[config.mk]
export PLATFORM = sky130hd
export DESIGN_NAME = wdt_top
export DESIGN_NICKNAME = d
export VERILOG_FILES = /design/src/design/wdt_pkg.sv /design/src/design/wdt_cfg_reg.sv /design/src/design/wdt_delay.sv /design/src/design/wdt_top.sv
export SDC_FILE = /design/constraint.sdc
export NUM_CORES = 1
export LEC_CHECK = 0
export BUFFER_PORTS_ARGS = -buffer_cell sky130_fd_sc_hd__buf_2
export CORE_MARGIN = 4
export CORE_UTILIZATION = 61
export CTS_CLUSTER_DIAMETER = 30
export CTS_CLUSTER_SIZE = 40
export DETAILED_ROUTE_END_ITERATION = 8
export PLACE_DENSITY = 0.9
export SETUP_SLACK_MARGIN = 0.3
export SKIP_CTS_REPAIR_TIMING = 1
export SLEW_MARGIN = 20
export SYNTH_ARGS = -nofsm -noshare
export SYNTH_HDL_FRONTEND = slang
export SYNTH_SLANG_ARGS = --single-unit
[constraint.sdc]
create_clock -name i_clock -period 3.2 [get_ports i_clock]
set_input_delay 0.48 -clock i_clock [delete_from_list [all_inputs] [get_ports i_clock]]
set_output_delay 0.48 -clock i_clock [all_outputs]
set_load 0.02 [all_outputs]
[src/design/wdt_pkg.sv]
// ***************************************************************
// watchdog shared constants and types
// ***************************************************************
package wdt_pkg;

	// counter chain, bus and delay widths
	localparam int WDT_PRE_W  = 12;
	localparam int WDT_CNT_W  = 6;
	localparam int WDT_DATA_W = 8;
	localparam int WDT_ADDR_W = 16;
	localparam int WDT_DLY_W  = 13;

	// register byte addresses
	localparam logic [15:0] WDT_SERVICE_ADDR = 16'hFFFF;
	localparam logic [15:0] WDT_CONFIG_ADDR  = 16'h001F;
	localparam logic [15:0] WDT_CAUSE_ADDR   = 16'h0001;

	// reset values
	localparam logic [7:0] WDT_CFG_RESET = 8'h00;
	localparam logic [7:0] WDT_ZERO_BYTE = 8'h00;

	// cause register field position
	localparam int WDT_CAUSE_BIT = 0;

	// prescaler bits kept by a service write (stages 12..5 cleared)
	localparam logic [11:0] WDT_PRE_SVC_KEEP = 12'h00F;

	// oscillator rate and delays, in oscillator cycles
	localparam int WDT_OSC_HZ          = 10_000_000;
	localparam int WDT_RST_PULSE_CYC   = 32;
	localparam int WDT_SHORT_REC_CYC   = 32;
	localparam int WDT_LONG_REC_CYC    = 4096;
	localparam int WDT_POR_CLR_CYC     = 4096;

	// option byte layout, msb first
	typedef struct packed {
		logic [2:0] spare;
		logic       rate_select;
		logic       voltage_mode_select;
		logic       short_stop_recovery;
		logic       stop_enable;
		logic       watchdog_disable;
	} wdt_cfg_t;

endpackage

[src/design/wdt_cfg_reg.sv]
`timescale 1ns/1ns
`default_nettype none
// write-once option latch, cleared by every reset
module wdt_cfg_reg
	import wdt_pkg::*;
(
	// clock and reset
	input  wire logic       i_clock,
	input  wire logic       i_nrst,
	input  wire logic       i_clear,
	// write port
	input  wire logic       i_wr,
	input  wire logic [7:0] i_wdata,
	// options
	output wdt_cfg_t        o_cfg,
	output logic            o_locked
);

	wdt_cfg_t cfg_q;
	logic     locked_q;

	// first write after a reset sticks, later ones are ignored
	always_ff @(posedge i_clock or negedge i_nrst) begin
		if (!i_nrst) begin
			cfg_q    <= wdt_cfg_t'(WDT_CFG_RESET);
			locked_q <= 1'b0;
		end else if (i_clear) begin
			cfg_q    <= wdt_cfg_t'(WDT_CFG_RESET);
			locked_q <= 1'b0;
		end else if (i_wr && !locked_q) begin
			cfg_q    <= wdt_cfg_t'(i_wdata);
			locked_q <= 1'b1;
		end
	end

	assign o_cfg    = cfg_q;
	assign o_locked = locked_q;

endmodule
`default_nettype wire

[src/design/wdt_delay.sv]
`timescale 1ns/1ns
`default_nettype none
// one-shot down counter: busy for exactly load cycles after start
module wdt_delay
	import wdt_pkg::*;
#(
	parameter int W = WDT_DLY_W
) (
	// clock and reset
	input  wire logic         i_clock,
	input  wire logic         i_nrst,
	// control
	input  wire logic         i_start,
	input  wire logic [W-1:0] i_load,
	// status
	output logic              o_busy,
	output logic              o_done
);

	localparam logic [W-1:0] ONE  = W'(1);
	localparam logic [W-1:0] NONE = W'(0);

	logic [W-1:0] cnt_q;

	// a new start restarts the count
	always_ff @(posedge i_clock or negedge i_nrst) begin
		if (!i_nrst) begin
			cnt_q <= NONE;
		end else if (i_start) begin
			cnt_q <= i_load;
		end else if (cnt_q != NONE) begin
			cnt_q <= cnt_q - ONE;
		end
	end

	assign o_busy = (cnt_q != NONE);
	assign o_done = (cnt_q == ONE);

endmodule
`default_nettype wire

[src/design/wdt_top.sv]
`timescale 1ns/1ns
`default_nettype none
// What this block does
// - six-bit counter fed by twelve-bit prescaler
// - unserviced counter overflows into a reset
// - service write clears counter, prescaler upper stages
// - service read returns reset vector low byte
// - overflow drives reset low 32 cycles
// - monitor with test voltage holds watchdog off
// - blank-vector monitor disables until power-on
// - break with reset-pin test voltage disables
// - stop clears prescaler and halts counting
// - prescaler cleared 4096 cycles after power-up
// - internal reset clears prescaler and counter
// - reset vector fetch clears the prescaler
// - never raises a cpu interrupt
// - keeps counting during wait mode
// - stop disabled means illegal opcode reset
// - disable option turns the watchdog off
// - short recovery 32 cycles, else 4096
// - reset-pin stop exit always recovers long
// - voltage select picks 5v or 3v mode
// - rate select picks short or long timeout
// - options cleared by reset, written once
module wdt_top
	import wdt_pkg::*;
#(
	parameter int PRE_W = WDT_PRE_W,
	parameter int CNT_W = WDT_CNT_W
) (
	// clock and reset
	input  wire logic                  i_clock,
	input  wire logic                  i_nrst,
	// register port
	input  wire logic [WDT_ADDR_W-1:0] i_addr,
	input  wire logic [WDT_DATA_W-1:0] i_wdata,
	input  wire logic                  i_wr,
	input  wire logic                  i_rd,
	output logic      [WDT_DATA_W-1:0] o_rdata,
	// vector path
	input  wire logic [WDT_DATA_W-1:0] i_reset_vector_lo,
	input  wire logic                  i_vector_fetch,
	// system state
	input  wire logic                  i_int_reset,
	input  wire logic                  i_stop_exec,
	input  wire logic                  i_stop_mode,
	input  wire logic                  i_stop_wake,
	input  wire logic                  i_wake_by_pin,
	// test and debug conditions
	input  wire logic                  i_monitor_vtst_entry,
	input  wire logic                  i_monitor_blank_entry,
	input  wire logic                  i_irq_vtst,
	input  wire logic                  i_rst_vtst,
	input  wire logic                  i_break,
	// reset pin, open drain
	output logic                       o_rst_pin_o,
	output logic                       o_rst_pin_oe,
	// system outputs
	output logic                       o_illegal_stop,
	output logic                       o_stop_exit,
	output logic                       o_lvd_5v_mode
);

	// ***********************************************************
	// local constants
	// ***********************************************************
	localparam logic [PRE_W-1:0] PRE_ONE  = PRE_W'(1);
	localparam logic [PRE_W-1:0] PRE_ZERO = PRE_W'(0);
	localparam logic [CNT_W-1:0] CNT_ONE  = CNT_W'(1);
	localparam logic [CNT_W-1:0] CNT_ZERO = CNT_W'(0);
	localparam logic [PRE_W-1:0] PRE_KEEP = PRE_W'(WDT_PRE_SVC_KEEP);
	localparam logic [WDT_DLY_W-1:0] RST_PULSE =
		WDT_DLY_W'(WDT_RST_PULSE_CYC);
	localparam logic [WDT_DLY_W-1:0] SHORT_REC =
		WDT_DLY_W'(WDT_SHORT_REC_CYC);
	localparam logic [WDT_DLY_W-1:0] LONG_REC =
		WDT_DLY_W'(WDT_LONG_REC_CYC);
	localparam logic [WDT_DLY_W-1:0] POR_CLR =
		WDT_DLY_W'(WDT_POR_CLR_CYC);

	// ***********************************************************
	// declarations
	// ***********************************************************
	wdt_cfg_t             cfg;
	logic [PRE_W-1:0]     pre_q;
	logic [CNT_W-1:0]     cnt_q;
	logic [7:0]           rdata_q;
	logic [WDT_DLY_W-1:0] rec_load;
	logic                 cause_q, mon_hold_q, mon_blank_q, por_arm_q;
	logic                 illegal_q, svc_wr, svc_rd, cfg_wr, cause_rd;
	logic                 wd_active, tick, pre_term, ovf, stop_ok;
	logic                 por_start, por_done, pre_clr, any_reset;
	logic                 rst_busy;

	// ***********************************************************
	// address decode
	// ***********************************************************
	// writes of any data count as a service
	assign svc_wr   = i_wr && (i_addr == WDT_SERVICE_ADDR);
	assign svc_rd   = i_rd && (i_addr == WDT_SERVICE_ADDR);
	assign cfg_wr   = i_wr && (i_addr == WDT_CONFIG_ADDR);
	assign cause_rd = i_rd && (i_addr == WDT_CAUSE_ADDR);

	// ***********************************************************
	// option byte
	// ***********************************************************
	// own overflow is an internal reset too, so it clears options
	assign any_reset = i_int_reset || ovf;

	wdt_cfg_reg u_cfg (
		.i_clock  (i_clock),
		.i_nrst   (i_nrst),
		.i_clear  (any_reset),
		.i_wr     (cfg_wr),
		.i_wdata  (i_wdata),
		.o_cfg    (cfg),
		.o_locked ()
	);

	// low voltage detector mode straight from the option
	assign o_lvd_5v_mode = cfg.voltage_mode_select;

	// ***********************************************************
	// enable conditions
	// ***********************************************************
	// monitor hold lasts while either pin keeps the test voltage
	always_ff @(posedge i_clock or negedge i_nrst) begin
		if (!i_nrst) begin
			mon_hold_q <= 1'b0;
		end else if (i_monitor_vtst_entry && i_irq_vtst) begin
			mon_hold_q <= 1'b1;
		end else if (!i_irq_vtst && !i_rst_vtst) begin
			mon_hold_q <= 1'b0;
		end
	end

	// blank-vector monitor entry: only power-on clears it
	always_ff @(posedge i_clock or negedge i_nrst) begin
		if (!i_nrst) begin
			mon_blank_q <= 1'b0;
		end else if (i_monitor_blank_entry && !i_irq_vtst) begin
			mon_blank_q <= 1'b1;
		end
	end

	// wait mode is deliberately absent here: counting goes on
	assign wd_active = !cfg.watchdog_disable && !mon_hold_q
		&& !mon_blank_q && !(i_break && i_rst_vtst);

	// stop gates the oscillator off; wait does not
	assign tick = wd_active && !i_stop_mode;

	// ***********************************************************
	// power-on prescaler clear
	// ***********************************************************
	// arm one start pulse in the first cycle after release
	always_ff @(posedge i_clock or negedge i_nrst) begin
		if (!i_nrst) begin
			por_arm_q <= 1'b0;
		end else begin
			por_arm_q <= 1'b1;
		end
	end

	assign por_start = !por_arm_q;

	wdt_delay #(
		.W (WDT_DLY_W)
	) u_por (
		.i_clock (i_clock),
		.i_nrst  (i_nrst),
		.i_start (por_start),
		.i_load  (POR_CLR),
		.o_busy  (),
		.o_done  (por_done)
	);

	// ***********************************************************
	// counter chain
	// ***********************************************************
	assign pre_term = &pre_q;

	// carry out of the chosen counter bit is the overflow event
	assign ovf = tick && pre_term
		&& (cfg.rate_select ? cnt_q[0] : &cnt_q);

	// only an allowed stop clears; a refused one resets instead
	assign stop_ok = i_stop_exec && cfg.stop_enable;

	// prescaler-only clear sources
	assign pre_clr = stop_ok || i_vector_fetch
		|| por_done;

	// prescaler: resets first, then clears, then the count
	always_ff @(posedge i_clock or negedge i_nrst) begin
		if (!i_nrst) begin
			pre_q <= PRE_ZERO;
		end else if (any_reset) begin
			pre_q <= PRE_ZERO;
		end else if (pre_clr) begin
			pre_q <= PRE_ZERO;
		end else if (svc_wr) begin
			pre_q <= pre_q & PRE_KEEP;
		end else if (tick) begin
			pre_q <= pre_q + PRE_ONE;
		end
	end

	// counter: one step per prescaler terminal tick
	always_ff @(posedge i_clock or negedge i_nrst) begin
		if (!i_nrst) begin
			cnt_q <= CNT_ZERO;
		end else if (any_reset || svc_wr) begin
			cnt_q <= CNT_ZERO;
		end else if (tick && pre_term) begin
			cnt_q <= cnt_q + CNT_ONE;
		end
	end

	// ***********************************************************
	// reset output
	// ***********************************************************
	// expiry only ever pulls the reset pin; no interrupt path
	wdt_delay #(
		.W (WDT_DLY_W)
	) u_rst (
		.i_clock (i_clock),
		.i_nrst  (i_nrst),
		.i_start (ovf),
		.i_load  (RST_PULSE),
		.o_busy  (rst_busy),
		.o_done  ()
	);

	// open drain: level is always low, enable does the work
	assign o_rst_pin_o  = 1'b0;
	assign o_rst_pin_oe = rst_busy;

	// cause flag: a new overflow wins over a read-clear
	always_ff @(posedge i_clock or negedge i_nrst) begin
		if (!i_nrst) begin
			cause_q <= 1'b0;
		end else if (ovf) begin
			cause_q <= 1'b1;
		end else if (cause_rd) begin
			cause_q <= 1'b0;
		end
	end

	// ***********************************************************
	// stop handling
	// ***********************************************************
	// refused stop is reported as a one-cycle illegal opcode
	always_ff @(posedge i_clock or negedge i_nrst) begin
		if (!i_nrst) begin
			illegal_q <= 1'b0;
		end else begin
			illegal_q <= i_stop_exec && !cfg.stop_enable;
		end
	end

	assign o_illegal_stop = illegal_q;

	// pin wake ignores the short option; oscillator needs time
	assign rec_load = (cfg.short_stop_recovery && !i_wake_by_pin)
		? SHORT_REC : LONG_REC;

	wdt_delay #(
		.W (WDT_DLY_W)
	) u_rec (
		.i_clock (i_clock),
		.i_nrst  (i_nrst),
		.i_start (i_stop_wake),
		.i_load  (rec_load),
		.o_busy  (),
		.o_done  (o_stop_exit)
	);

	// ***********************************************************
	// read data
	// ***********************************************************
	// service location shows the vector, never watchdog state
	always_ff @(posedge i_clock or negedge i_nrst) begin
		if (!i_nrst) begin
			rdata_q <= WDT_ZERO_BYTE;
		end else if (svc_rd) begin
			rdata_q <= i_reset_vector_lo;
		end else if (i_rd && (i_addr == WDT_CONFIG_ADDR)) begin
			rdata_q <= cfg;
		end else if (cause_rd) begin
			rdata_q <= WDT_ZERO_BYTE;
			rdata_q[WDT_CAUSE_BIT] <= cause_q;
		end else begin
			rdata_q <= WDT_ZERO_BYTE;
		end
	end

	assign o_rdata = rdata_q;

	// ***********************************************************
	// assertions
	// ***********************************************************
	property p_rst_pulse;
		@(posedge i_clock) disable iff (!i_nrst)
		ovf |=> o_rst_pin_oe ##31 o_rst_pin_oe ##1 !o_rst_pin_oe;
	endproperty
	a_rst_pulse: assert property (p_rst_pulse)
		else $error("reset pulse not 32 cycles");
	property p_cause_set;
		@(posedge i_clock) disable iff (!i_nrst)
		ovf |=> cause_q;
	endproperty
	a_cause_set: assert property (p_cause_set)
		else $error("cause flag missed overflow");
	property p_svc_clear;
		@(posedge i_clock) disable iff (!i_nrst)
		svc_wr |=> (cnt_q == CNT_ZERO) && ((pre_q & ~PRE_KEEP) == PRE_ZERO);
	endproperty
	a_svc_clear: assert property (p_svc_clear)
		else $error("service write did not clear");
	property p_read_vec;
		@(posedge i_clock) disable iff (!i_nrst)
		svc_rd |=> o_rdata == $past(i_reset_vector_lo);
	endproperty
	a_read_vec: assert property (p_read_vec)
		else $error("service read not vector byte");
	property p_int_rst;
		@(posedge i_clock) disable iff (!i_nrst)
		i_int_reset |=> (pre_q == PRE_ZERO) && (cnt_q == CNT_ZERO);
	endproperty
	a_int_rst: assert property (p_int_rst)
		else $error("internal reset did not clear chain");
	property p_stop_gate;
		@(posedge i_clock) disable iff (!i_nrst)
		i_stop_mode && !pre_clr && !svc_wr && !i_int_reset
			|=> $stable(pre_q);
	endproperty
	a_stop_gate: assert property (p_stop_gate)
		else $error("prescaler moved in stop");
	property p_illegal;
		@(posedge i_clock) disable iff (!i_nrst)
		i_stop_exec && !cfg.stop_enable |=> o_illegal_stop;
	endproperty
	a_illegal: assert property (p_illegal)
		else $error("refused stop not reported");
	property p_disable;
		@(posedge i_clock) disable iff (!i_nrst)
		cfg.watchdog_disable || mon_blank_q |-> !ovf && !tick;
	endproperty
	a_disable: assert property (p_disable)
		else $error("disabled watchdog still counting");
	property p_short_rec;
		@(posedge i_clock) disable iff (!i_nrst)
		i_stop_wake && cfg.short_stop_recovery && !i_wake_by_pin
			|-> ##32 o_stop_exit;
	endproperty
	a_short_rec: assert property (p_short_rec)
		else $error("short recovery not 32 cycles");
	// a later wake only pushes the exit further out, never onto cycle 32
	property p_pin_rec;
		@(posedge i_clock) disable iff (!i_nrst)
		i_stop_wake && i_wake_by_pin |-> ##32 !o_stop_exit;
	endproperty
	a_pin_rec: assert property (p_pin_rec)
		else $error("pin wake used short recovery");

endmodule
`default_nettype wire

==> results by group, run 1 <==
Global route
  • Overflow after GRT: 0
  • Vias in the first global route: 3209
  • Global-route usage over all layers: 0.239
  • First-pass GRT wire length: 14.4 mm
  • Pin count of the biggest net entering global routing: 80
  • Antenna violations before repair: 0

Synthesis
  • EDFF count, synth: 0
  • Seq/Total Area, Yosys: 0.494
  • Share of the synthesized area in the top cell type: 0.494
  • Synth unique cells: 48
  • Post-synthesis area per instance: 10.1 um^2
  • Synthesized cell area: 4000 um^2
  • Syn Nets: 453
  • Synth area leaders: dfrtp_1 49%, xnor2_1 6.4%, nor2_1 5.1%
  • Ys Warns: 0
  • #FFs+latches synth: 79
  • Synth async-reset ratio: 1.00
  • Syn Inst Count: 396
  • Main synth FF type: dfrtp_1
  • Synth area leader: dfrtp_1

Die
  • # rows: 29
  • Core Box Area: 6350 um^2
  • # IOs: 60
  • Die area: 7910 um^2
  • DIE HEIGHT: 89.0 um
  • Die width: 89.0 um
  • Initial core utilization: 0.630

Worst setup path
  • Crit path launch: u_rst.cnt_q[0]$_DFFE_PN0P_
  • Reg2reg start: u_cfg.o_cfg[0]$_DFFE_PN0P_
  • Worst path required time: 2720 ps
  • CP Max Fanout: 10
  • Critical Path Source Type: flop
  • CP Capture Type: output pin
  • Critical setup path kind: flop to output pin
  • CP arrival: 2270 ps

Clock tree
  • TritonCTS Sinks: 79
  • Clk buf depth: 2
  • H-tree levels: 3
  • CTS tree: built
  • Num CTS Buffers: 9
  • Skew-Pair Late Insertion Delay: 370 ps
  • Worst-path clk slew: 80 ps
  • CTS Root Buffer Type: clkbuf_8

STA
  • RSZ-0062 raised after global routing: false
  • Fin. Hold Viols: 0
  • Worst Tran Pin Value: 973 ps
  • Fin. max-slew vios: 0
  • Final clock skew: 12.1 ps
  • Minimum clock period: 2750 ps
  • Fin Setup TNS: 0 ps
  • Period Utilization, post-route: 0.860
  • Final setup viols: 0
  • FMAX: 363 MHz
  • Final hold slack: 252 ps
  • Slew margin rel.: 0.351
  • Setup WS post-layout: 447 ps

Detailed routing
  • WL per Instance: 15.8 um
  • Pre-antenna DRT Iters: 4
  • Remaining DRCs: 0
  • Vias/cell: 5.89
  • Final wirelength: 8.50 mm
  • Initial DRC count: 134
  • Number of nets with antenna violations after routing: 0
  • Via Count: 3163

Final layout
  • Diodes inserted: 0
  • Non-filler instance count after layout: 537
  • Synthesis-to-layout area growth: 14.3%
  • Layout cells sized above 1: 0.191
  • Fillcell total: 439
  • Fin nets: 512

Hold path
  • Worst min path class: input pin to asynchronous set/reset pin

Power
  • Pwr per Cell Area: 612 nW/um^2
  • Pwr Total: 0.00280 W
  • Leakage Power: 2.14 nW
  • Peak supply drop: 0.497 mV

Run
  • Max-Cap Viols: 0

Placed design
  • I/O Buffers: 58
  • Pre-CTS worst setup slack: 832 ps
  • Dpl cells: 521
  • Detailed Place HPWL: 6.16 mm
  • Global placer's final weighted congestion: 0.932

Outcome
  • Status: complete, no violations
Yosys cell counts, types with 5 or more instances:
master / n
nand3b_1: 6
nand4_1: 9
and3_1: 9
nand2_1: 19
nor2b_1: 5
nor4_1: 12
o21ai_0: 5
dfrtp_1: 79
nand3_1: 18
or3_1: 6
xnor2_1: 29
mux2i_1: 11
a21oi_1: 9
clkbuf_1: 7
ha_1: 10
xor2_1: 13
a22o_1: 7
nor3_1: 23
nor2_1: 54
inv_1: 10
and2_1: 13
final timing paths:
kind | end | slack, ps | cells past startpoint
worst max-delay path | o_rst_pin_oe | 450 | 7
worst min-delay path | o_rdata[1]$_DFF_PN0_ | 250 | 1
worst max register to register | pre_q[8]$_DFFE_PN0P_ | 880 | 6
worst min register to register | o_rdata[5]$_DFF_PN0_ | 500 | 1
max in group asynchronous | cnt_q[5]$_DFFE_PN0P_ | 2310 | 1
min in group i_clock | mon_blank_q$_DFFE_PN0P_ | 330 | 2
state kept, by name, indices dropped and copies added, names as in the netlist:
name / count
u_rec.cnt_q: 13
o_illegal_stop: 1
u_por.cnt_q: 13
u_rst.cnt_q: 13
mon_hold_q: 1
cause_q: 1
pre_q: 12
por_arm_q: 1
u_cfg.o_cfg: 8
o_rdata: 8
mon_blank_q: 1
u_cfg.o_locked: 1
cnt_q: 6
cell usage in the layout, fill, tap and decap left out, types with 9 or more instances in the layout:
cell,count
xor2_1,13
dfrtp_1,79
nand2_1,19
nor4_1,12
nand3_1,18
nor3_1,23
and2_1,13
nand4_1,9
and3_1,9
mux2i_1,11
xnor2_1,29
a21oi_1,9
buf_2,57
clkbuf_8,9
nor2_1,54
inv_1,10
ha_1,10
logic make-up after synthesis:
logic type | count (synthesis) | synth area share
xor gates and xnor gates | 42 | 0.0920
muxes | 12 | 0.0304
DFF | 79 | 0.494
and+or+nand+nor | 196 | 0.269
AOI/OAI and AO/OA | 33 | 0.0588
buffers and inverters | 22 | 0.0225
adders and majority gates | 10 | 0.0313
other | 2 | 0.00188
area by class of cell:
| class | count | area (um^2) | area share |
|---|---|---|---|
| sequential | 79 | 1980 | 0.433 |
| multi-input combinational | 295 | 1930 | 0.423 |
| timing repair buffer | 60 | 308 | 0.0673 |
| clock buffer | 9 | 124 | 0.0271 |
| clock inverter | 7 | 96.3 | 0.0211 |
| tap | 77 | 96.3 | 0.0211 |
| inverter | 10 | 37.5 | 0.00821 |
per-stage QoR:
| stage | utilization | instance area [um^2] |
|---|---|---|
| 6_report | 0.720 | 4570 |
| 5_1_grt | 0.720 | 4570 |
| 4_1_cts | 0.720 | 4570 |
| 3_5_place_dp | 0.685 | 4350 |
| 3_3_place_gp | 0.685 | 4350 |
| 2_1_floorplan | - | 4000 |
critical path, stage by stage, from the launching register on:
cell and delay, ps:
dfrtp_1 410, inv_1 90, ha_1 180, or4b_2 600, nor3_2 140, buf_4 200, nand3b_4 120, buf_2 180
metal layers:
| layer | track usage | routed length, um | share of wire |
|---|---|---|---|
| met5 | 0 | 0 | 0 |
| met4 | 0.0988 | 199 | 0.023 |
| met3 | 0.0544 | 559 | 0.066 |
| met2 | 0.403 | 4210 | 0.50 |
| met1 | 0.297 | 3520 | 0.41 |
report_power, final:
group	total [W]	switching, W	internal [W]
sequential	0.00123	0.000116	0.00111
combinational	0.000743	0.000403	0.000340
clock	0.000827	0.000387	0.000440
total	0.00280	0.000905	0.00189
Power figures use the tool's default switching activity.
==> run 2, diff against run 1 <==
--- a/config.mk
+++ b/config.mk
@@ -5,10 +5,9 @@
 export SDC_FILE = /design/constraint.sdc
 export NUM_CORES = 1
 export LEC_CHECK = 0
-export BUFFER_PORTS_ARGS = -buffer_cell sky130_fd_sc_hd__buf_2
+export BUFFER_PORTS_ARGS = -buffer_cell sky130_fd_sc_hd__buf_4
 export CORE_MARGIN = 4
 export CORE_UTILIZATION = 61
-export CTS_CLUSTER_DIAMETER = 30
 export CTS_CLUSTER_SIZE = 40
 export DETAILED_ROUTE_END_ITERATION = 8
 export PLACE_DENSITY = 0.9
==> results by group, run 2 (synthesis results as in run 1) <==
Outcome
  • Status: complete, no violations (unchanged)

STA
  • Final setup viols: 0 (unchanged)
  • Minimum clock period: 2690 ps (was 2750 ps)
  • RSZ-0062 raised after global routing: false (unchanged)
  • Slew margin rel.: 0.371 (was 0.351)
  • FMAX: 372 MHz (was 363 MHz)
  • Final clock skew: 9.83 ps (was 12.1 ps)
  • Period Utilization, post-route: 0.840 (was 0.860)
  • Fin. max-slew vios: 0 (unchanged)
  • Setup WS post-layout: 512 ps (was 447 ps)
  • Fin. Hold Viols: 0 (unchanged)
  • Fin Setup TNS: 0 ps (unchanged)
  • Worst Tran Pin Value: 943 ps (was 973 ps)

Final layout
  • Diodes inserted: 0 (unchanged)
  • Layout cells sized above 1: 0.191 (unchanged)
  • Most frequent cells in the layout: 79 x dfrtp_1, 60 x buf_4, 54 x nor2_1, 29 x xnor2_1, 23 x nor3_1 (was 79 x dfrtp_1, 57 x buf_2, 54 x nor2_1, 29 x xnor2_1, 23 x nor3_1)
  • Commonest non-fill, non-tap cell in the layout: dfrtp_1 (unchanged)
  • Fillcell total: 434 (was 439)
  • Largest regs: u_por.cnt_q: 13 flops, u_rec.cnt_q: 13 flops, u_rst.cnt_q: 13 flops (unchanged)
  • Fin nets: 512 (unchanged)
  • Synthesis-to-layout area growth: 17.6% (was 14.3%)

Detailed routing
  • Post-route met1 wirelength: 3.54 mm (was 3.52 mm)
  • Final wirelength: 8.79 mm (was 8.50 mm)
  • Via Count: 3181 (was 3163)
  • Top Layer Used: met4 (unchanged)
  • WL per Instance: 16.4 um (was 15.8 um)
  • Routed wl met3: 652 um (was 559 um)
  • Remaining DRCs: 0 (unchanged)
  • Routed wl met2: 4.44 mm (was 4.21 mm)
  • Pre-antenna DRT Iters: 4 (unchanged)
  • Number of nets with antenna violations after routing: 0 (unchanged)
  • Vias/cell: 5.92 (was 5.89)
  • Initial DRC count: 168 (was 134)

Die
  • Initial core utilization: 0.630 (unchanged)
  • # IOs: 60 (unchanged)
  • Die width: 89.0 um (unchanged)
  • Core Box Area: 6350 um^2 (unchanged)
  • # rows: 29 (unchanged)
  • Die area: 7910 um^2 (unchanged)
  • DIE HEIGHT: 89.0 um (unchanged)

Clock tree
  • TritonCTS Sinks: 79 (unchanged)
  • Num CTS Buffers: 9 (unchanged)
  • Skew-Pair Late Insertion Delay: 340 ps (was 370 ps)
  • Clk buf depth: 2 (unchanged)
  • H-tree levels: 3 (unchanged)
  • Worst-path clk slew: 80 ps (about the same)
  • CTS Root Buffer Type: clkbuf_8 (unchanged)
  • CTS tree: built (unchanged)

Global route
  • Pin count of the biggest net entering global routing: 80 (unchanged)
  • Vias in the first global route: 3156 (was 3209)
  • Global-route usage over all layers: 0.240 (was 0.239)
  • Antenna violations before repair: 0 (unchanged)
  • Overflow after GRT: 0 (unchanged)
  • First-pass GRT wire length: 14.7 mm (was 14.4 mm)

Power
  • Peak supply drop: 0.424 mV (was 0.497 mV)
  • Pwr Total: 0.00277 W (was 0.00280 W)
  • Pwr per Cell Area: 590 nW/um^2 (was 612 nW/um^2)
  • Leakage Power: 2.18 nW (was 2.14 nW)

Worst setup path
  • Critical setup path kind: flop to output pin (unchanged)
  • R2R Setup Slk: 890 ps (was 880 ps)
  • CP Capture Type: output pin (unchanged)
  • CP Max Fanout: 10 (unchanged)
  • R2R depth: 6 (unchanged)
  • Critical Path Source Type: flop (unchanged)
  • Worst path required time: 2720 ps (about the same)
  • CP arrival: 2210 ps (was 2270 ps)

Run
  • Max-Cap Viols: 0 (unchanged)

Placed design
  • Global placer's final weighted congestion: 0.819 (was 0.932)
  • I/O Buffers: 58 (unchanged)
  • Detailed Place HPWL: 6.19 mm (was 6.16 mm)
  • Pre-CTS worst setup slack: 839 ps (was 832 ps)

Hold path
  • Worst min path class: input pin to asynchronous set/reset pin (unchanged)
[run 2: changes by cell type in the layout (fill, tap and decap cells not counted)]
cell,delta
buf_2,-57
buf_4,+57
bufinv_16,-1
clkbuf_8,+2
clkinv_2,+1
clkinv_4,+1
clkinvlp_4,-2
inv_6,-1
[run 2: final cells by class]
| type | instances | area (um^2) | area share |
|---|---|---|---|
| clock buffer | 11 | 151 | 0.0322 |
| clock inverter | 5 | 56.3 | 0.0120 |
| inverter | 10 | 37.5 | 0.00799 |
| multi-input combinational | 295 | 1930 | 0.411 |
| sequential | 79 | 1980 | 0.421 |
| tap | 77 | 96.3 | 0.0205 |
| timing repair buffer | 60 | 450 | 0.0958 |
[run 2: final timing paths]
path / to / startpoint
setup / recovery: o_rst_pin_oe / u_rst.cnt_q[0]$_DFFE_PN0P_
hold / removal: u_por.cnt_q[11]$_DFFE_PN0P_ / i_nrst
setup reg to reg: pre_q[8]$_DFFE_PN0P_ / u_cfg.o_cfg[0]$_DFFE_PN0P_
hold reg to reg: o_rdata[5]$_DFF_PN0_ / u_cfg.o_cfg[5]$_DFFE_PN0P_
max in group asynchronous: pre_q[3]$_DFFE_PN0P_ / i_nrst
min in group i_clock: mon_blank_q$_DFFE_PN0P_ / i_monitor_blank_entry
[run 2: critical path: stages, from the launching register on]
cell and delay, ps:
dfrtp_1 400, inv_1 80, ha_1 160, or4b_2 600, nor3_2 130, buf_4 200
nand3b_4 120, buf_4 180
[run 2: through the flow]
stage | cell area, um^2 | instances | hold slack (ps) | utilization
2_1_floorplan | 4000 | 396 | 184 | -
3_3_place_gp | 4490 | 521 | 469 | 0.708
3_5_place_dp | 4490 | 521 | 477 | 0.708
4_1_cts | 4700 | 537 | 320 | 0.740
5_1_grt | 4700 | 537 | 341 | 0.740
6_report | 4700 | 537 | 281 | 0.740
[run 2: power by group]
group | switching, W | leakage [nW] | internal (W)
clock network | 0.000357 | 0.105 | 0.000402
logic | 0.000421 | 1.06 | 0.000356
registers | 0.000123 | 1.01 | 0.00111
total | 0.000901 | 2.18 | 0.00187
[run 2: metal layers]
layer,vias up,GRT usage
li1,1501,-
met1,1547,0.306
met2,119,0.407
met3,14,0.0424
met4,0,0.0961
met5,-,0
